[config.mk]
export PLATFORM = sky130hd
export DESIGN_NAME = cmpe_top
export DESIGN_NICKNAME = d
export VERILOG_FILES = /design/src/rtl/cmpe_pkg.sv /design/src/rtl/cmpe_sync.sv /design/src/rtl/cmpe_edge.sv /design/src/rtl/cmpe_top.sv
export SDC_FILE = /design/constraint.sdc
export NUM_CORES = 1
export LEC_CHECK = 0
export BUFFER_PORTS_ARGS = -buffer_cell sky130_fd_sc_hd__buf_2
export CELL_PAD_IN_SITES_DETAIL_PLACEMENT = 2
export CELL_PAD_IN_SITES_GLOBAL_PLACEMENT = 2
export CORE_MARGIN = 8
export CORE_UTILIZATION = 32
export CTS_CLUSTER_SIZE = 12
export DETAILED_ROUTE_END_ITERATION = 8
export PLACE_DENSITY_LB_ADDON = 0.1
export SYNTH_ARGS = -nofsm -noshare
export SYNTH_HDL_FRONTEND = slang
export SYNTH_SLANG_ARGS = --single-unit
[constraint.sdc]
create_clock -name clock -period 1.4 [get_ports clock]
set_input_delay 0.21 -clock clock [delete_from_list [all_inputs] [get_ports clock]]
set_output_delay 0.21 -clock clock [all_outputs]
set_load 0.005 [all_outputs]
[src/rtl/cmpe_pkg.sv]
// shared constants for the comparator edge control block
package cmpe_pkg;
  localparam int ADDR_W = 8;
  localparam int DATA_W = 8;
  // register offsets
  localparam logic [7:0] OFS_INPUT_SEL = 8'h9f;
  localparam logic [7:0] OFS_CONTROL = 8'h9b;
  localparam logic [7:0] OFS_MODE = 8'h9d;
  localparam logic [7:0] OFS_IRQ_EN = 8'he6;
  localparam logic [7:0] OFS_STATUS = 8'h9c;
  localparam logic [7:0] OFS_MASK = 8'h9e;
  // control register fields
  localparam int CTL_EN_BIT = 7;
  localparam int CTL_OUT_BIT = 6;
  localparam int CTL_RIF_BIT = 5;
  localparam int CTL_FIF_BIT = 4;
  localparam int HYP_LSB = 2;
  localparam int HYN_LSB = 0;
  localparam int HYS_W = 2;
  // mode register: response time select and edge masks; then the irq enable register bit
  localparam int MD_RIE_BIT = 5;
  localparam int MD_FIE_BIT = 4;
  localparam int MD_RESP_LSB = 0;
  localparam int MD_RESP_W = 2;
  localparam int IRQ_EN_BIT = 5;
  // input select fields
  localparam int MXN_LSB = 4;
  localparam int MXP_LSB = 0;
  localparam int MX_W = 3;
  localparam logic [7:0] MX_MASK = 8'h77;
  // status bits, same layout in the mask register; then register reset values
  localparam int ST_RISE = 0;
  localparam int ST_FALL = 1;
  localparam int ST_W = 2;
  localparam logic [7:0] RST_CONTROL = 8'h00;
  localparam logic [7:0] RST_MODE = 8'h02;
  localparam logic [7:0] RST_INPUT_SEL = 8'h00;
  localparam logic [1:0] RST_MASK = 2'h3;
  // hysteresis codes
  typedef enum logic [1:0] {
    CMPE_HYS_OFF = 2'h0,
    CMPE_HYS_5MV = 2'h1,
    CMPE_HYS_10MV = 2'h2,
    CMPE_HYS_20MV = 2'h3
  } cmpe_hys_t;
endpackage

[src/rtl/cmpe_sync.sv]
// three-stage synchroniser with agreement filter
`timescale 1ns/1ps
module cmpe_sync (
  input wire logic clock,
  input wire logic rst_n,
  input wire logic asyncIn,
  output logic syncOut
);
  logic [2:0] stage_ff;
  logic [2:0] nxt_stage;
  logic out_ff;
  logic nxt_out;

  always_comb begin
    nxt_stage = {stage_ff[1:0], asyncIn};
    // first stage feeds only the second; act once stages 2 and 3 agree
    nxt_out = (stage_ff[1] == stage_ff[2]) ? stage_ff[2] : out_ff;
  end

  always_ff @(posedge clock or negedge rst_n) begin
    if (!rst_n) begin
      stage_ff <= 3'h0;
      out_ff <= 1'b0;
    end else begin
      stage_ff <= nxt_stage;
      out_ff <= nxt_out;
    end
  end

  assign syncOut = out_ff;
endmodule

[src/rtl/cmpe_edge.sv]
// edge detector producing one-cycle rise and fall pulses
`timescale 1ns/1ps
module cmpe_edge (
  input wire logic clock,
  input wire logic rst_n,
  input wire logic level,
  output logic risePulse,
  output logic fallPulse
);
  logic last_ff;
  logic nxt_last;

  always_comb begin
    nxt_last = level;
  end

  always_ff @(posedge clock or negedge rst_n) begin
    if (!rst_n) begin
      last_ff <= 1'b0;
    end else begin
      last_ff <= nxt_last;
    end
  end

  assign risePulse = level & ~last_ff;
  assign fallPulse = ~level & last_ff;
endmodule

[src/rtl/cmpe_top.sv]
// comparator edge control: registers, edge flags, interrupt
`timescale 1ns/1ps
module cmpe_top (
  input wire logic clock,
  input wire logic rst_n,
  input wire logic [7:0] regAddr,
  input wire logic [7:0] regWdata,
  input wire logic regWrite,
  input wire logic regRead,
  output logic [7:0] regRdata,
  input wire logic cmpOut,
  output logic cmpEnable,
  output logic [1:0] negHysteresisSel,
  output logic [1:0] posHysteresisSel,
  output logic [1:0] responseSel,
  output logic [2:0] negativeInputSelect,
  output logic [2:0] positiveInputSelect,
  output logic irq
);

  logic cmpSync;
  logic risePulse;
  logic fallPulse;

  logic [7:0] control_ff;
  logic [7:0] nxt_control;
  logic [7:0] mode_ff;
  logic [7:0] nxt_mode;
  logic [7:0] inputSel_ff;
  logic [7:0] nxt_inputSel;
  logic irqEn_ff;
  logic nxt_irqEn;
  logic [1:0] flags_ff;
  logic [1:0] nxt_flags;
  logic [1:0] mask_ff;
  logic [1:0] nxt_mask;
  logic [7:0] rdata_ff;
  logic [7:0] nxt_rdata;
  logic irq_ff;
  logic nxt_irq;

  function automatic logic hit(input logic [7:0] a, input logic [7:0] o);
    hit = (a == o);
  endfunction

  cmpe_sync uSync (
    .clock(clock),
    .rst_n(rst_n),
    .asyncIn(cmpOut),
    .syncOut(cmpSync)
  );

  cmpe_edge uEdge (
    .clock(clock),
    .rst_n(rst_n),
    .level(cmpSync),
    .risePulse(risePulse),
    .fallPulse(fallPulse)
  );

  // register writes
  always_comb begin
    nxt_control = control_ff;
    nxt_mode = mode_ff;
    nxt_inputSel = inputSel_ff;
    nxt_irqEn = irqEn_ff;
    nxt_mask = mask_ff;
    if (regWrite && hit(regAddr, cmpe_pkg::OFS_CONTROL)) begin
      nxt_control = regWdata;
    end
    if (regWrite && hit(regAddr, cmpe_pkg::OFS_MODE)) begin
      nxt_mode = regWdata;
    end
    if (regWrite && hit(regAddr, cmpe_pkg::OFS_INPUT_SEL)) begin
      nxt_inputSel = regWdata & cmpe_pkg::MX_MASK;
    end
    if (regWrite && hit(regAddr, cmpe_pkg::OFS_IRQ_EN)) begin
      nxt_irqEn = regWdata[cmpe_pkg::IRQ_EN_BIT];
    end
    if (regWrite && hit(regAddr, cmpe_pkg::OFS_MASK)) begin
      nxt_mask = regWdata[cmpe_pkg::ST_W-1:0];
    end
  end

  // edge flags: hardware set wins over software clear
  always_comb begin
    nxt_flags = flags_ff;
    if (regWrite && hit(regAddr, cmpe_pkg::OFS_CONTROL)) begin
      nxt_flags[cmpe_pkg::ST_RISE] = regWdata[cmpe_pkg::CTL_RIF_BIT];
      nxt_flags[cmpe_pkg::ST_FALL] = regWdata[cmpe_pkg::CTL_FIF_BIT];
    end
    if (regWrite && hit(regAddr, cmpe_pkg::OFS_STATUS)) begin
      nxt_flags = flags_ff & ~regWdata[cmpe_pkg::ST_W-1:0];
    end
    if (risePulse) begin
      nxt_flags[cmpe_pkg::ST_RISE] = 1'b1;
    end
    if (fallPulse) begin
      nxt_flags[cmpe_pkg::ST_FALL] = 1'b1;
    end
  end

  // interrupt: either flag under its mask, under the global enable
  // next values throughout, so irq never lags a write to enable or masks
  always_comb begin
    nxt_irq = nxt_irqEn & |(nxt_flags & effMask(nxt_mode, nxt_mask));
  end

  // mode edge masks and mask register are ANDed: an edge is enabled only when both are set
  function automatic logic [1:0] effMask(input logic [7:0] m,
                                          input logic [1:0] k);
    effMask = {m[cmpe_pkg::MD_FIE_BIT] & k[cmpe_pkg::ST_FALL],
               m[cmpe_pkg::MD_RIE_BIT] & k[cmpe_pkg::ST_RISE]};
  endfunction

  // read data: one cycle after the strobe, zero otherwise
  always_comb begin
    nxt_rdata = 8'h00;
    if (regRead) begin
      if (hit(regAddr, cmpe_pkg::OFS_CONTROL)) begin
        nxt_rdata = control_ff;
        nxt_rdata[cmpe_pkg::CTL_OUT_BIT] = cmpSync;
        nxt_rdata[cmpe_pkg::CTL_RIF_BIT] = flags_ff[cmpe_pkg::ST_RISE];
        nxt_rdata[cmpe_pkg::CTL_FIF_BIT] = flags_ff[cmpe_pkg::ST_FALL];
      end else if (hit(regAddr, cmpe_pkg::OFS_MODE)) begin
        nxt_rdata = mode_ff;
      end else if (hit(regAddr, cmpe_pkg::OFS_INPUT_SEL)) begin
        nxt_rdata = inputSel_ff;
      end else if (hit(regAddr, cmpe_pkg::OFS_IRQ_EN)) begin
        nxt_rdata[cmpe_pkg::IRQ_EN_BIT] = irqEn_ff;
      end else if (hit(regAddr, cmpe_pkg::OFS_STATUS)) begin
        nxt_rdata[cmpe_pkg::ST_W-1:0] = flags_ff;
      end else if (hit(regAddr, cmpe_pkg::OFS_MASK)) begin
        nxt_rdata[cmpe_pkg::ST_W-1:0] = mask_ff;
      end
    end
  end

  always_ff @(posedge clock or negedge rst_n) begin
    if (!rst_n) begin
      control_ff <= cmpe_pkg::RST_CONTROL;
      mode_ff <= cmpe_pkg::RST_MODE;
      inputSel_ff <= cmpe_pkg::RST_INPUT_SEL;
      irqEn_ff <= 1'b0;
      flags_ff <= 2'h0;
      mask_ff <= cmpe_pkg::RST_MASK;
      rdata_ff <= 8'h00;
      irq_ff <= 1'b0;
    end else begin
      control_ff <= nxt_control;
      mode_ff <= nxt_mode;
      inputSel_ff <= nxt_inputSel;
      irqEn_ff <= nxt_irqEn;
      flags_ff <= nxt_flags;
      mask_ff <= nxt_mask;
      rdata_ff <= nxt_rdata;
      irq_ff <= nxt_irq;
    end
  end

  assign regRdata = rdata_ff;
  assign irq = irq_ff;
  // analog controls straight from registers
  assign cmpEnable = control_ff[cmpe_pkg::CTL_EN_BIT];
  assign negHysteresisSel =
    control_ff[cmpe_pkg::HYN_LSB +: cmpe_pkg::HYS_W];
  assign posHysteresisSel =
    control_ff[cmpe_pkg::HYP_LSB +: cmpe_pkg::HYS_W];
  assign responseSel = mode_ff[cmpe_pkg::MD_RESP_LSB +: cmpe_pkg::MD_RESP_W];
  assign negativeInputSelect =
    inputSel_ff[cmpe_pkg::MXN_LSB +: cmpe_pkg::MX_W];
  assign positiveInputSelect =
    inputSel_ff[cmpe_pkg::MXP_LSB +: cmpe_pkg::MX_W];
endmodule

==> results summary, run 1 <==
In this design, the critical path's most frequently occurring cell is sky130_fd_sc_hd__buf_4. In this run the worst path has a maximum fanout of 6. For hold timing, the worst endpoint is inputSel_ff[6]. Counting every instance in the synthesized netlist gives 129. The mean routed wirelength per cell came out at 20.3 um. The final hold violation count came to 0. For this run, the share of the core covered by cells in the final layout is 45.1%.

For this run, the leading register cell type out of synthesis is sky130_fd_sc_hd__dfrtp_1. The region available for standard cell placement spans 0.00511 mm^2. The endpoint identified for the worst register-to-register timing path is irq.

The number of enable flip-flop cells after synthesis came out at 0. The effective utilization at floorplan came out at 33.3%. Summed over all layers, the routed wires come to 5380 um. The row count is 26.

Measured along the x axis, the die boundary spans 88.9 um. The buffer levels on the longest clock path came out at 2. The maximum vdd ir drop is 429 uV. After synthesis, the largest area contributor takes up 51.5% of total cell area. After layout, the minimum clock period comes to 1.38 ns. The run finished with clean final reports. The clock latency reported for the late side of the worst-skew pair came out at 0.29 ns. The minimum setup slack after placement came out at -0.399 ns. The detailed-router iteration count before antenna repair came out at 4. The final sum of negative setup slack came out at 0 ns.

The antenna diode instance count came out at 0. The worst flop-to-flop path startpoint is uSync.syncOut. TritonCTS built the clock tree.

The worst stage delay on the critical path is 0.34 ns. The final period utilization is 98.6%. The number of unique standard cell types used by synthesis came out at 33.

The placed instance area came out at 0.00210 mm^2. STA classifies the critical path endpoint as a register. The clock transition time at the flip-flop clock pins of the worst setup and hold paths is 0.08 ns. STA classifies the critical path startpoint as an input pin.

The remaining number of nets flagged by the antenna check after routing came out at 0. Dividing total power by cell area gives a power density of 1090 mW/mm^2. The endpoint required time on the critical path came out at 1.58 ns.

The number of nets handed over by synthesis was 150. The proportion of layout cells with a drive suffix above 1 is 52.8%. The cell depth of the worst min-delay path came out at 2. The area growth from synthesis to layout is 35.4%. Setup violations remaining at the end of the flow were counted as 0. The tightest min-delay check is of the input pin to register type. The total power of the final layout came out at 2.52 mW. The pin count of the biggest net entering global routing is 39. The synthesized design contains 38 register bits. The die height is 88.9 um.

The count of buffers from port buffering came out at 42. For this run, design rule violations remaining after detail routing come to 0. The leakage component of the power is 1.12 nW. After synthesis, the cell types taking the most area are sky130_fd_sc_hd__dfrtp_1, sky130_fd_sc_hd__mux2_2, sky130_fd_sc_hd__dfstp_2. For this run, the number of standard cells in the final layout without fillers is 265. The measured slew at the worst slew-check pin came out at 0.478 ns. The share of async-settable or async-resettable flops after synthesis is 100%. The routed layout has 1319 vias.

The worst clock skew on the final layout is 0.00438 ns. The number of max-slew violations in the final report is 0. The tool flagged a number of max-cap violations equal to 0.

The post-route worst setup slack came out at 0.0199 ns. The portion of the post-synthesis area used by sequential elements is 56.1%. The count of warnings emitted by yosys is 0.

Dividing the detail-routed via count by the number of cells gives 4.98. Across all register-to-register paths, the minimum setup slack is 0.09 ns. The number of H-tree levels came out at 2.

The library cell used most frequently in the layout, excluding fill and tap cells, is sky130_fd_sc_hd__buf_2. The clock tree root buffer cell is sky130_fd_sc_hd__clkbuf_8. Buffers inserted during clock tree synthesis total 5. The detailed-placement wirelength estimate came out at 3910 um. The top cell type by total area after synthesis is sky130_fd_sc_hd__dfrtp_1.

The net count of the finished layout is 215. Traced cell by cell, the critical path runs through buf_2 > nand4bb_4 > nor4b_4 > buf_4 > buf_4 > mux2_2. The die covers 0.00791 mm^2. The data arrival time of the worst path is 1.56 ns. The total global-route track usage is 14.6%.

The relative slew slack is 68.2%. The total global routing overflow came out at 0. In the layout the commonest cells are sky130_fd_sc_hd__buf_2, sky130_fd_sc_hd__dfrtp_1, sky130_fd_sc_hd__mux2_2. The initial antenna violation count came out at 0. For this block, the initial DRC count from the detailed router was 36. The largest individual stage delay along the critical path comes from the cell sky130_fd_sc_hd__mux2_2.

The number of global-route vias before repair is 1542. The mean instance size in the synthesized netlist is 13.2 um^2. The cell area after synthesis came out at 0.00170 mm^2. The final design instance area without fill came out at 0.00230 mm^2.

The beginning of the worst hold path is regWdata[6]. The first-pass GRT wire length came out at 8490 um. The number of clock sinks seen by CTS is 38.

The critical path class is input pin to register. The number of primary I/O pins came out at 43. The hold slack is 0.161 ns.

The maximum achievable frequency came out at 725 MHz. After detailed placement, the design holds a cell count of 254. Counting cells, the worst reg-to-reg path comes to 5. The final estimated routing congestion in global placement is 0.820.
==> repair_timing <==
item	4_1_cts	5_1_grt
hold endpoints to repair	35	1
hold buffers	1	1
pin swaps	1	0
setup endpoints to repair	7	1
buffers inserted	1	0
resized for setup	2	4
==> kinds of logic after synthesis <==
logic type	count (synthesis)	share of synthesized area, %
DFF	38	56.1
adders and majority gates	1	0.588
AOI/OAI and AO/OA	15	6.03
buffers and inverters	7	2.13
and+or+nand+nor	41	15.8
muxes	27	19.3
==> per-layer routing <==
layer	vias up	share of wire, %	global-route usage, %
met1	684	43	17.4
met4	0	0.33	3.38
met5	-	0	0
met3	2	4.9	4.23
met2	36	52	25.3
li1	597	-	-
==> critical path, delay by kind of cell <==
kind / cells / cell delay [ns]
AND/OR/NAND/NOR: 2 / 0.55
buffers and inverters: 3 / 0.46
multiplexers: 1 / 0.34
==> sequential cells by signal, indices dropped and copies added (netlist names), 2 cells and up <==
signal          flops
control_ff          5
flags_ff            2
inputSel_ff         6
mask_ff             2
mode_ff             8
regRdata            8
uSync.stage_ff      3
==> where the power goes <==
| group | switching [mW] | total (mW) | internal, mW |
|---|---|---|---|
| clock network | 0.405 | 1.12 | 0.714 |
| registers | 0.0287 | 1.17 | 1.14 |
| logic | 0.121 | 0.233 | 0.112 |
==> Yosys cell counts (all sizes together) (2+ instances only) <==
| library cell | instances |
|---|---|
| nand2 | 7 |
| mux2i | 4 |
| inv | 3 |
| a22oi | 6 |
| nand4bb | 2 |
| nor2b | 7 |
| mux2 | 21 |
| mux4 | 2 |
| dfrtp | 35 |
| and3 | 2 |
| buf | 4 |
| dfstp | 3 |
| nor2 | 4 |
| and2 | 5 |
| o21ai | 6 |
| nor3 | 3 |
| nand3 | 2 |
==> layout make-up <==
type                    instances  area, um^2
clock buffers                   5        68.8
clock inverters                 3        68.8
fillers                       537        2800
inverters                       3        11.3
multi-input cells              84         744
flip-flops and latches         38         955
well taps                      70        87.6
repair buffers                 62         369
==> worst max-delay path by stage <==
stage | startpoint | to | depth (start not counted)
final | regAddr[6] | mode_ff[0] | 6
after global routing | regAddr[6] | mode_ff[2] | 6
after CTS | regAddr[5] | irq | 7
after detailed placement | regAddr[6] | mode_ff[7] | 5
after global placement | regAddr[6] | mode_ff[6] | 5
after floorplan | regAddr[6] | irq | 6
No activity file was read; power rests on OpenSTA's default activity.
==> inputs of run 2 (changes only) <==
--- a/config.mk
+++ b/config.mk
@@ -9,10 +9,11 @@
 export CELL_PAD_IN_SITES_DETAIL_PLACEMENT = 2
 export CELL_PAD_IN_SITES_GLOBAL_PLACEMENT = 2
 export CORE_MARGIN = 8
-export CORE_UTILIZATION = 32
+export CORE_UTILIZATION = 34
 export CTS_CLUSTER_SIZE = 12
 export DETAILED_ROUTE_END_ITERATION = 8
 export PLACE_DENSITY_LB_ADDON = 0.1
+export SETUP_SLACK_MARGIN = 0.2
 export SYNTH_ARGS = -nofsm -noshare
 export SYNTH_HDL_FRONTEND = slang
 export SYNTH_SLANG_ARGS = --single-unit
==> results summary, run 2 (synthesized netlist as in run 1, its figures left out) <==
The flow ran to the end, and the final reports show no timing, DRC or antenna violations. In the layout the commonest cells are sky130_fd_sc_hd__buf_2, sky130_fd_sc_hd__dfrtp_1, sky130_fd_sc_hd__buf_4. The startpoint identified for the worst hold timing path is cmpOut. The number of clock buffers added by TritonCTS is 5. The signed area change from the synthesized netlist to the final layout came out at 49.2%. The sequential cell area is 956 um^2.

The die height came out at 86.7 um. The number of vias after detailed routing is 1365. The final estimated routing congestion in global placement is 0.862.

The time the worst path needs with I/O delays and setup is 1.32 ns. The layout has 485 filler cells. The total power of the final layout is 2.42 mW.

The path class of the tightest hold or removal check is input pin to register. Across the run, the number of max-cap violations was 0. The worst hold path terminates at uSync.stage_ff[0]. The placed instance area is 0.00222 mm^2. The multi-input logic area is 841 um^2. The number of global-route vias before repair came to 1618. For this design, the sink count on the clock tree is 38.

The worst clock skew on the final layout is 0.00693 ns. The detailed-router iteration count before antenna repair came out at 4. TritonCTS built the clock tree. The startpoint identified for the worst register-to-register timing path is uSync.syncOut. For the pin with the worst max-slew slack, the measured transition is 0.432 ns.

The final core area utilization came out at 53.0%. Buffers placed on the I/O ports in this run total 42. The data arrival time of the worst path came out at 1.50 ns. At the later pin of the worst-skew pair, clock insertion delay measures 0.30 ns. The worst setup path is captured at a register. The DRC violation count after routing came out at 0. The die outline width is 86.7 um. In this run the register-to-register setup slack is 0.10 ns. In this run the critical register-to-register path is captured at irq.

The number of cell instances on the worst register-to-register path came out at 5. The remaining number of nets flagged by the antenna check after routing came out at 0. Grouping stages by cell kind, the critical path spends the most delay in simple AND/OR/NAND/NOR gates.

The vias per cell came out at 4.95. The total of endpoints with negative setup slack in the final report came out at 0. For this block, the initial DRC count from the detailed router was 42. The pin count of the biggest net entering global routing is 18.

Setup repair after global routing could not meet its margin everywhere. The proportion of layout cells with a drive suffix above 1 is 60.3%. The final hold violation count is 0. The row count came out at 25. The clock transition time at the flip-flop clock pins of the worst setup and hold paths is 0.07 ns. The total global routing overflow is 0. Summed over all nets, the half-perimeter wirelength after detailed placement is 4260 um.

At the end of the flow, the number of nets in the layout was 229. The maximum achievable frequency is 756 MHz. The die area is 0.00752 mm^2. The buffer levels on the longest clock path is 2. The leakage component of the power came out at 1.24 nW. CTS built an H-tree with a depth of 2. The worst path uses 94.5% of the clock period. The cell depth of the worst min-delay path came out at 1. By instance count, the cell type seen most on the critical path is sky130_fd_sc_hd__buf_6. The cell sitting at the root of the clock tree is a sky130_fd_sc_hd__clkbuf_8. The worst stage delay on the critical path is 0.32 ns.

Among all stages on the critical path, the largest delay is contributed by sky130_fd_sc_hd__mux2_4. The critical path class is input pin to register. The core region is 0.00479 mm^2. The peak fanout along the critical path came out at 6. The final design instance area without fill came out at 0.00254 mm^2.

The antenna diode instance count is 0. The worst setup path is launched from an input pin. IR analysis of the VDD net gives a maximum drop of 658 uV. The initial antenna violation count came to 0. After detailed routing, the average wire length per cell comes to 21.0 um.

Walking the worst path, the cells encountered are buf_6 > nand4bb_4 > nor4b_4 > buf_6 > mux2_4 > nand3_2 > a21boi_2. The first-pass GRT wire length came out at 9150 um. Leaving out fill and tap cells, the most frequent cell in the layout is sky130_fd_sc_hd__buf_2.

The power density normalized to cell area is 953 mW/mm^2. For the worst setup path, the data required time is 1.58 ns. The buffer and inverter count on the worst path is 2. The relative slew slack is 71.2%.

The number of max-slew violations in the final report came out at 0. The number of primary I/O pins is 43. Summed over all failing endpoints, the final setup total negative slack is 0 ns. The hold slack is 0.0213 ns. The effective utilization at floorplan came out at 35.6%. Summed over all layers, the routed wires come to 5800 um. The total global-route track usage is 16.4%.
## run 2: worst max path at each step
stage,start,endpoint,depth (start not counted)
3_3_place_gp,regAddr[6],irq,7
6_report,regAddr[6],irq,7
4_1_cts,regAddr[6],irq,7
2_1_floorplan,regAddr[6],irq,6
3_5_place_dp,regAddr[6],irq,7
5_1_grt,regAddr[6],irq,7
## run 2: routing by layer
metal | part of all wire [%] | vias up | wire length [um] | global-route usage (%)
met5 | 0 | - | 0 | 0
met4 | 1.6 | 0 | 91 | 5.01
met3 | 4.6 | 8 | 268 | 4.44
met2 | 51 | 31 | 2970 | 28.5
met1 | 43 | 703 | 2470 | 19.0
li1 | - | 623 | - | -
## run 2: worst reg2reg max path, cell delays in order (launching register included)
cell	delay, ns
sky130_fd_sc_hd__dfrtp_2	0.43
sky130_fd_sc_hd__nor2b_2	0.20
sky130_fd_sc_hd__a41oi_1	0.07
sky130_fd_sc_hd__o21ai_1	0.20
sky130_fd_sc_hd__nand3_2	0.16
sky130_fd_sc_hd__a21boi_2	0.18
## run 2: timing repair
item / CTS / global route
endpoints found under the setup margin: 27 / 18
pin swaps: 6 / 1
hold endpoints to repair: 12 / 0
hold buffers: 1 / 0
resized for setup: 19 / 9
setup buffers: 7 / 3
## run 2: cell type report
class	count	share of cell area, %
Clock buffer	7	3.40
Timing Repair Buffer	76	20.9
Clock inverter	1	1.18
Tap cell	67	3.30
Inverter	3	0.444
Sequential cell	38	37.7
Multi-Input combinational cell	84	33.1
## run 2: report_power, final
part	internal (mW)	total (mW)	leakage [nW]	switching, mW
logic	0.147	0.280	0.686	0.133
clock network	0.581	0.964	0.0585	0.383
registers	1.14	1.18	0.494	0.0334
## run 2: per-stage QoR
stage | setup slack, ns | cells
after floorplan | -0.163 | 129
after global placement | -0.294 | 257
after detailed placement | -0.366 | 257
after CTS | 0.112 | 273
after global routing | 0.0353 | 276
final | 0.0764 | 276
==> inputs of run 3 (changes only) <==
--- a/config.mk
+++ b/config.mk
@@ -5,11 +5,12 @@
 export SDC_FILE = /design/constraint.sdc
 export NUM_CORES = 1
 export LEC_CHECK = 0
+export ABC_AREA = 1
 export BUFFER_PORTS_ARGS = -buffer_cell sky130_fd_sc_hd__buf_2
 export CELL_PAD_IN_SITES_DETAIL_PLACEMENT = 2
 export CELL_PAD_IN_SITES_GLOBAL_PLACEMENT = 2
 export CORE_MARGIN = 8
-export CORE_UTILIZATION = 34
+export CORE_UTILIZATION = 30
 export CTS_CLUSTER_SIZE = 12
 export DETAILED_ROUTE_END_ITERATION = 8
 export PLACE_DENSITY_LB_ADDON = 0.1
==> results summary, run 3 <==
The flow ran to the end, and the final reports show no timing, DRC or antenna violations. STA classifies the critical path startpoint as an input pin. The first-pass GRT wire length is 9540 um. The total of endpoints with negative setup slack in the final report is 0. The signed area change from the synthesized netlist to the final layout is 32.1%.

The power density normalized to cell area is 970 mW/mm^2. The worst hold path begins at cmpOut. The final period utilization is 81.3%.

The count of warnings emitted by yosys is 0. The buffer levels on the longest clock path came out at 2. The number of clock sinks seen by CTS is 38. Dividing the detail-routed wire length by the instance count gives 15.6 um.

The endpoint with the worst hold slack is uSync.stage_ff[0]. The clock latency reported for the late side of the worst-skew pair is 0.28 ns. The number of unique standard cell types used by synthesis is 26.

The worst setup path is captured at a register. In this run the worst path has a maximum fanout of 6. The placeable core region came out at 0.00596 mm^2. Of all cell types, the one taking the most synthesized area is sky130_fd_sc_hd__dfrtp_1. Leaving out fill and tap cells, the most frequent cell in the layout is sky130_fd_sc_hd__nand2_1. The placed instance area is 0.00223 mm^2. The number of H-tree levels is 2.

The critical path goes through buf_6 > inv_4 > nand2_4 > nor2_4 > buf_12 > nand3b_1 > o211ai_1 > nand3_1 > nand2_1 > inv_1. The number of max-slew violations in the final report is 0. The cell count after synthesis came out at 227. The final standard cell count with taps included and fillers excluded came out at 361. Summing internal, switching and leakage power gives 2.37 mW.

After synthesis, the largest family of logic cells by area is simple AND/OR/NAND/NOR gates. The total of max-cap violations is 0. On the final layout, the worst clock skew is 0.00959 ns. The most instantiated flip-flop cell in the synthesis netlist is sky130_fd_sc_hd__dfrtp_1. Across the VDD grid, the largest voltage drop is 575 uV. The largest delay contributor family on the critical path is simple AND/OR/NAND/NOR gates. The total of flip-flops plus latches after synthesis is 38. For flop-to-flop paths, the worst setup slack is 0.27 ns. Yosys instantiated no cell more often than sky130_fd_sc_hd__nand2_1. The row count is 28. The count of buffers from port buffering came out at 42. The maximum achievable frequency is 878 MHz. The vias per cell came out at 4.67. The net count of the finished layout is 306. Entering global routing, the biggest net connects 26 pins. In this run the critical register-to-register path is launched from mask_ff[1]. The tightest hold path in the finished design has a slack of 0.0345 ns. The setup path with the least slack is of type input pin to register. The worst path in the final design needs a cycle of 1.14 ns, including I/O delays and setup.

The detailed-router iteration count before antenna repair came out at 4. The detailed router placed 1686 vias in this run. The clock tree root buffer cell is sky130_fd_sc_hd__clkbuf_8.

The commonest cells after synthesis are sky130_fd_sc_hd__nand2_1, sky130_fd_sc_hd__inv_1, sky130_fd_sc_hd__dfrtp_1, sky130_fd_sc_hd__o21ai_0, sky130_fd_sc_hd__nor2_1. Each instance of the synthesized netlist takes up on average 8.15 um^2. The die area is 0.00894 mm^2.

The floorplan step set the die height to 94.5 um. The endpoint required time on the critical path came out at 1.59 ns. The final hold violation count came out at 0. The synthesized netlist devotes 9.33% of its cell area to compound gates. The die outline width came out at 94.5 um. The data arrival time of the worst path came out at 1.33 ns. The detailed-placement wirelength estimate came out at 4470 um. The share of async-settable or async-resettable flops after synthesis came out at 100%.

Setup repair after global routing could not meet its margin everywhere. The final design instance area without fill came out at 0.00244 mm^2. Counting instances, the worst hold path has a depth of 1. The final core area utilization came out at 41.1%. The effective utilization at floorplan is 31.1%. The relative slew slack came out at 76.2%. At the end of routability-driven placement, the weighted congestion stood at 0.824. The remaining number of nets flagged by the antenna check after routing is 0. The number of global-route vias before repair came to 1908. The worst hold path belongs to the class input pin to register.

Once placement completed, the tool counted placed cells totaling 350. The clock transition time at the flip-flop clock pins of the worst setup and hold paths came out at 0.08 ns. The worst stage delay on the critical path is 0.27 ns. By area the synthesized netlist is led by sky130_fd_sc_hd__dfrtp_1, sky130_fd_sc_hd__nand2_1, sky130_fd_sc_hd__inv_1.

Cells with a size suffix above 1 make up 32.9% of the layout. The number of cells on the worst reg-to-reg path is 6. The portion of the post-synthesis area used by sequential elements came out at 51.6%. The cell count along the critical path is 10. The buffer and inverter count on the worst path is 4. The final-layout fill cell count is 712. The measured slew at the worst slew-check pin came out at 0.357 ns. The total overflow left after global routing is 0.

In this run, CTS created clock tree buffers numbering 5. For this run, the total global-route usage over all layers was measured as 13.7%. The DRC violation count after routing is 0. After Yosys synthesis, XOR and XNOR cells account for 0% of the synthesized area. 0 antenna diodes ended up in the layout. The number of enable flip-flop cells after synthesis came out at 0.

The share of synthesized cell area in full adder, half adder and majority cells is 0.541%. The cell area after synthesis came out at 0.00185 mm^2. The initial antenna violation count came out at 0. The area share of the leading cell type in the synthesized netlist is 47.3%. The share of cell area taken by muxes after synthesis came out at 0%. The total length of routed wires came out at 5630 um.

For this design the static power due to leakage is 1.36 nW. The number of design-rule violations left by the first detailed-router iteration is 42. In the layout the commonest cells are sky130_fd_sc_hd__nand2_1, sky130_fd_sc_hd__buf_2, sky130_fd_sc_hd__inv_1, sky130_fd_sc_hd__dfrtp_1, sky130_fd_sc_hd__o21ai_0. The net count after synthesis is 248. The number of primary I/O pins is 43. The slowest cell on the critical path is sky130_fd_sc_hd__o211ai_1.

In this run the critical register-to-register path is captured at regRdata[1]. The TritonCTS clock tree is yes. Of the total synthesized cell area, the portion taken by AND, OR, NAND and NOR gates is 27.9%.
==> run 3: changes by cell type after synthesis, sizes merged, moves of 11 or more <==
| cell | before | now |
|---|---|---|
| nand2 | 7 | 82 |
| nor2 | 4 | 15 |
| o21ai | 6 | 18 |
| mux2 | 21 | 0 |
| inv | 3 | 38 |
==> run 3: metrics by stage <==
step                worst slack (ns)  TNS [ns]
global route                   0.191         0
CTS                            0.236         0
finish                         0.262         0
global placement              0.0298         0
floorplan                      0.230         0
detailed placement           -0.0421   -0.0626
==> run 3: power breakdown <==
group | switching (mW) | internal, mW | total [mW]
combinational | 0.149 | 0.0984 | 0.247
sequential | 0.0269 | 1.15 | 1.17
clock | 0.371 | 0.581 | 0.952
==> run 3: worst reg2reg max path, delay by kind of cell (launching register included) <==
family	cells	cell delay, ns
compound gates	2	0.30
buf+inv	2	0.09
flops	1	0.52
simple gates	2	0.17
==> run 3: kinds of logic after synthesis <==
| group | count (synthesis) |
|---|---|
| simple gates | 116 |
| compound gates | 27 |
| buf+inv | 45 |
| flops | 38 |
| fa+ha+maj | 1 |
==> run 3: repair_timing <==
action                                  4_1_cts  5_1_grt
gates resized for setup                       0       17
endpoints found under the hold margin        12        0
hold buffers                                  1        0
endpoints found under the setup margin        0        5
buffers inserted                              0        1
==> run 3: layout make-up <==
type	count	area [um^2]	share of cell area (%)
flip-flops and latches	38	955	39.0
multi-input cells	144	728	29.8
repair buffers	58	404	16.5
inverters	38	148	6.04
well taps	75	93.8	3.84
clock buffers	7	86.3	3.53
clock inverters	1	30.0	1.23
==> run 3: how the worst max path moves through the flow <==
stage | start | end | slack (ns)
2_1_floorplan | regAddr[5] | regRdata[4] | 0.23
3_3_place_gp | regAddr[5] | regRdata[0] | 0.03
3_5_place_dp | regAddr[5] | regRdata[1] | -0.04
4_1_cts | mode_ff[1] | responseSel[1] | 0.24
5_1_grt | regAddr[3] | inputSel_ff[5] | 0.19
6_report | regAddr[5] | regRdata[1] | 0.26
==> run 3: routing by layer <==
metal / track usage (%) / vias to the layer above / wire length [um]
li1: - / 814 / -
met1: 16.2 / 838 / 2390
met2: 24.7 / 30 / 2970
met3: 3.02 / 4 / 227
met4: 2.73 / 0 / 41
met5: 0 / - / 0
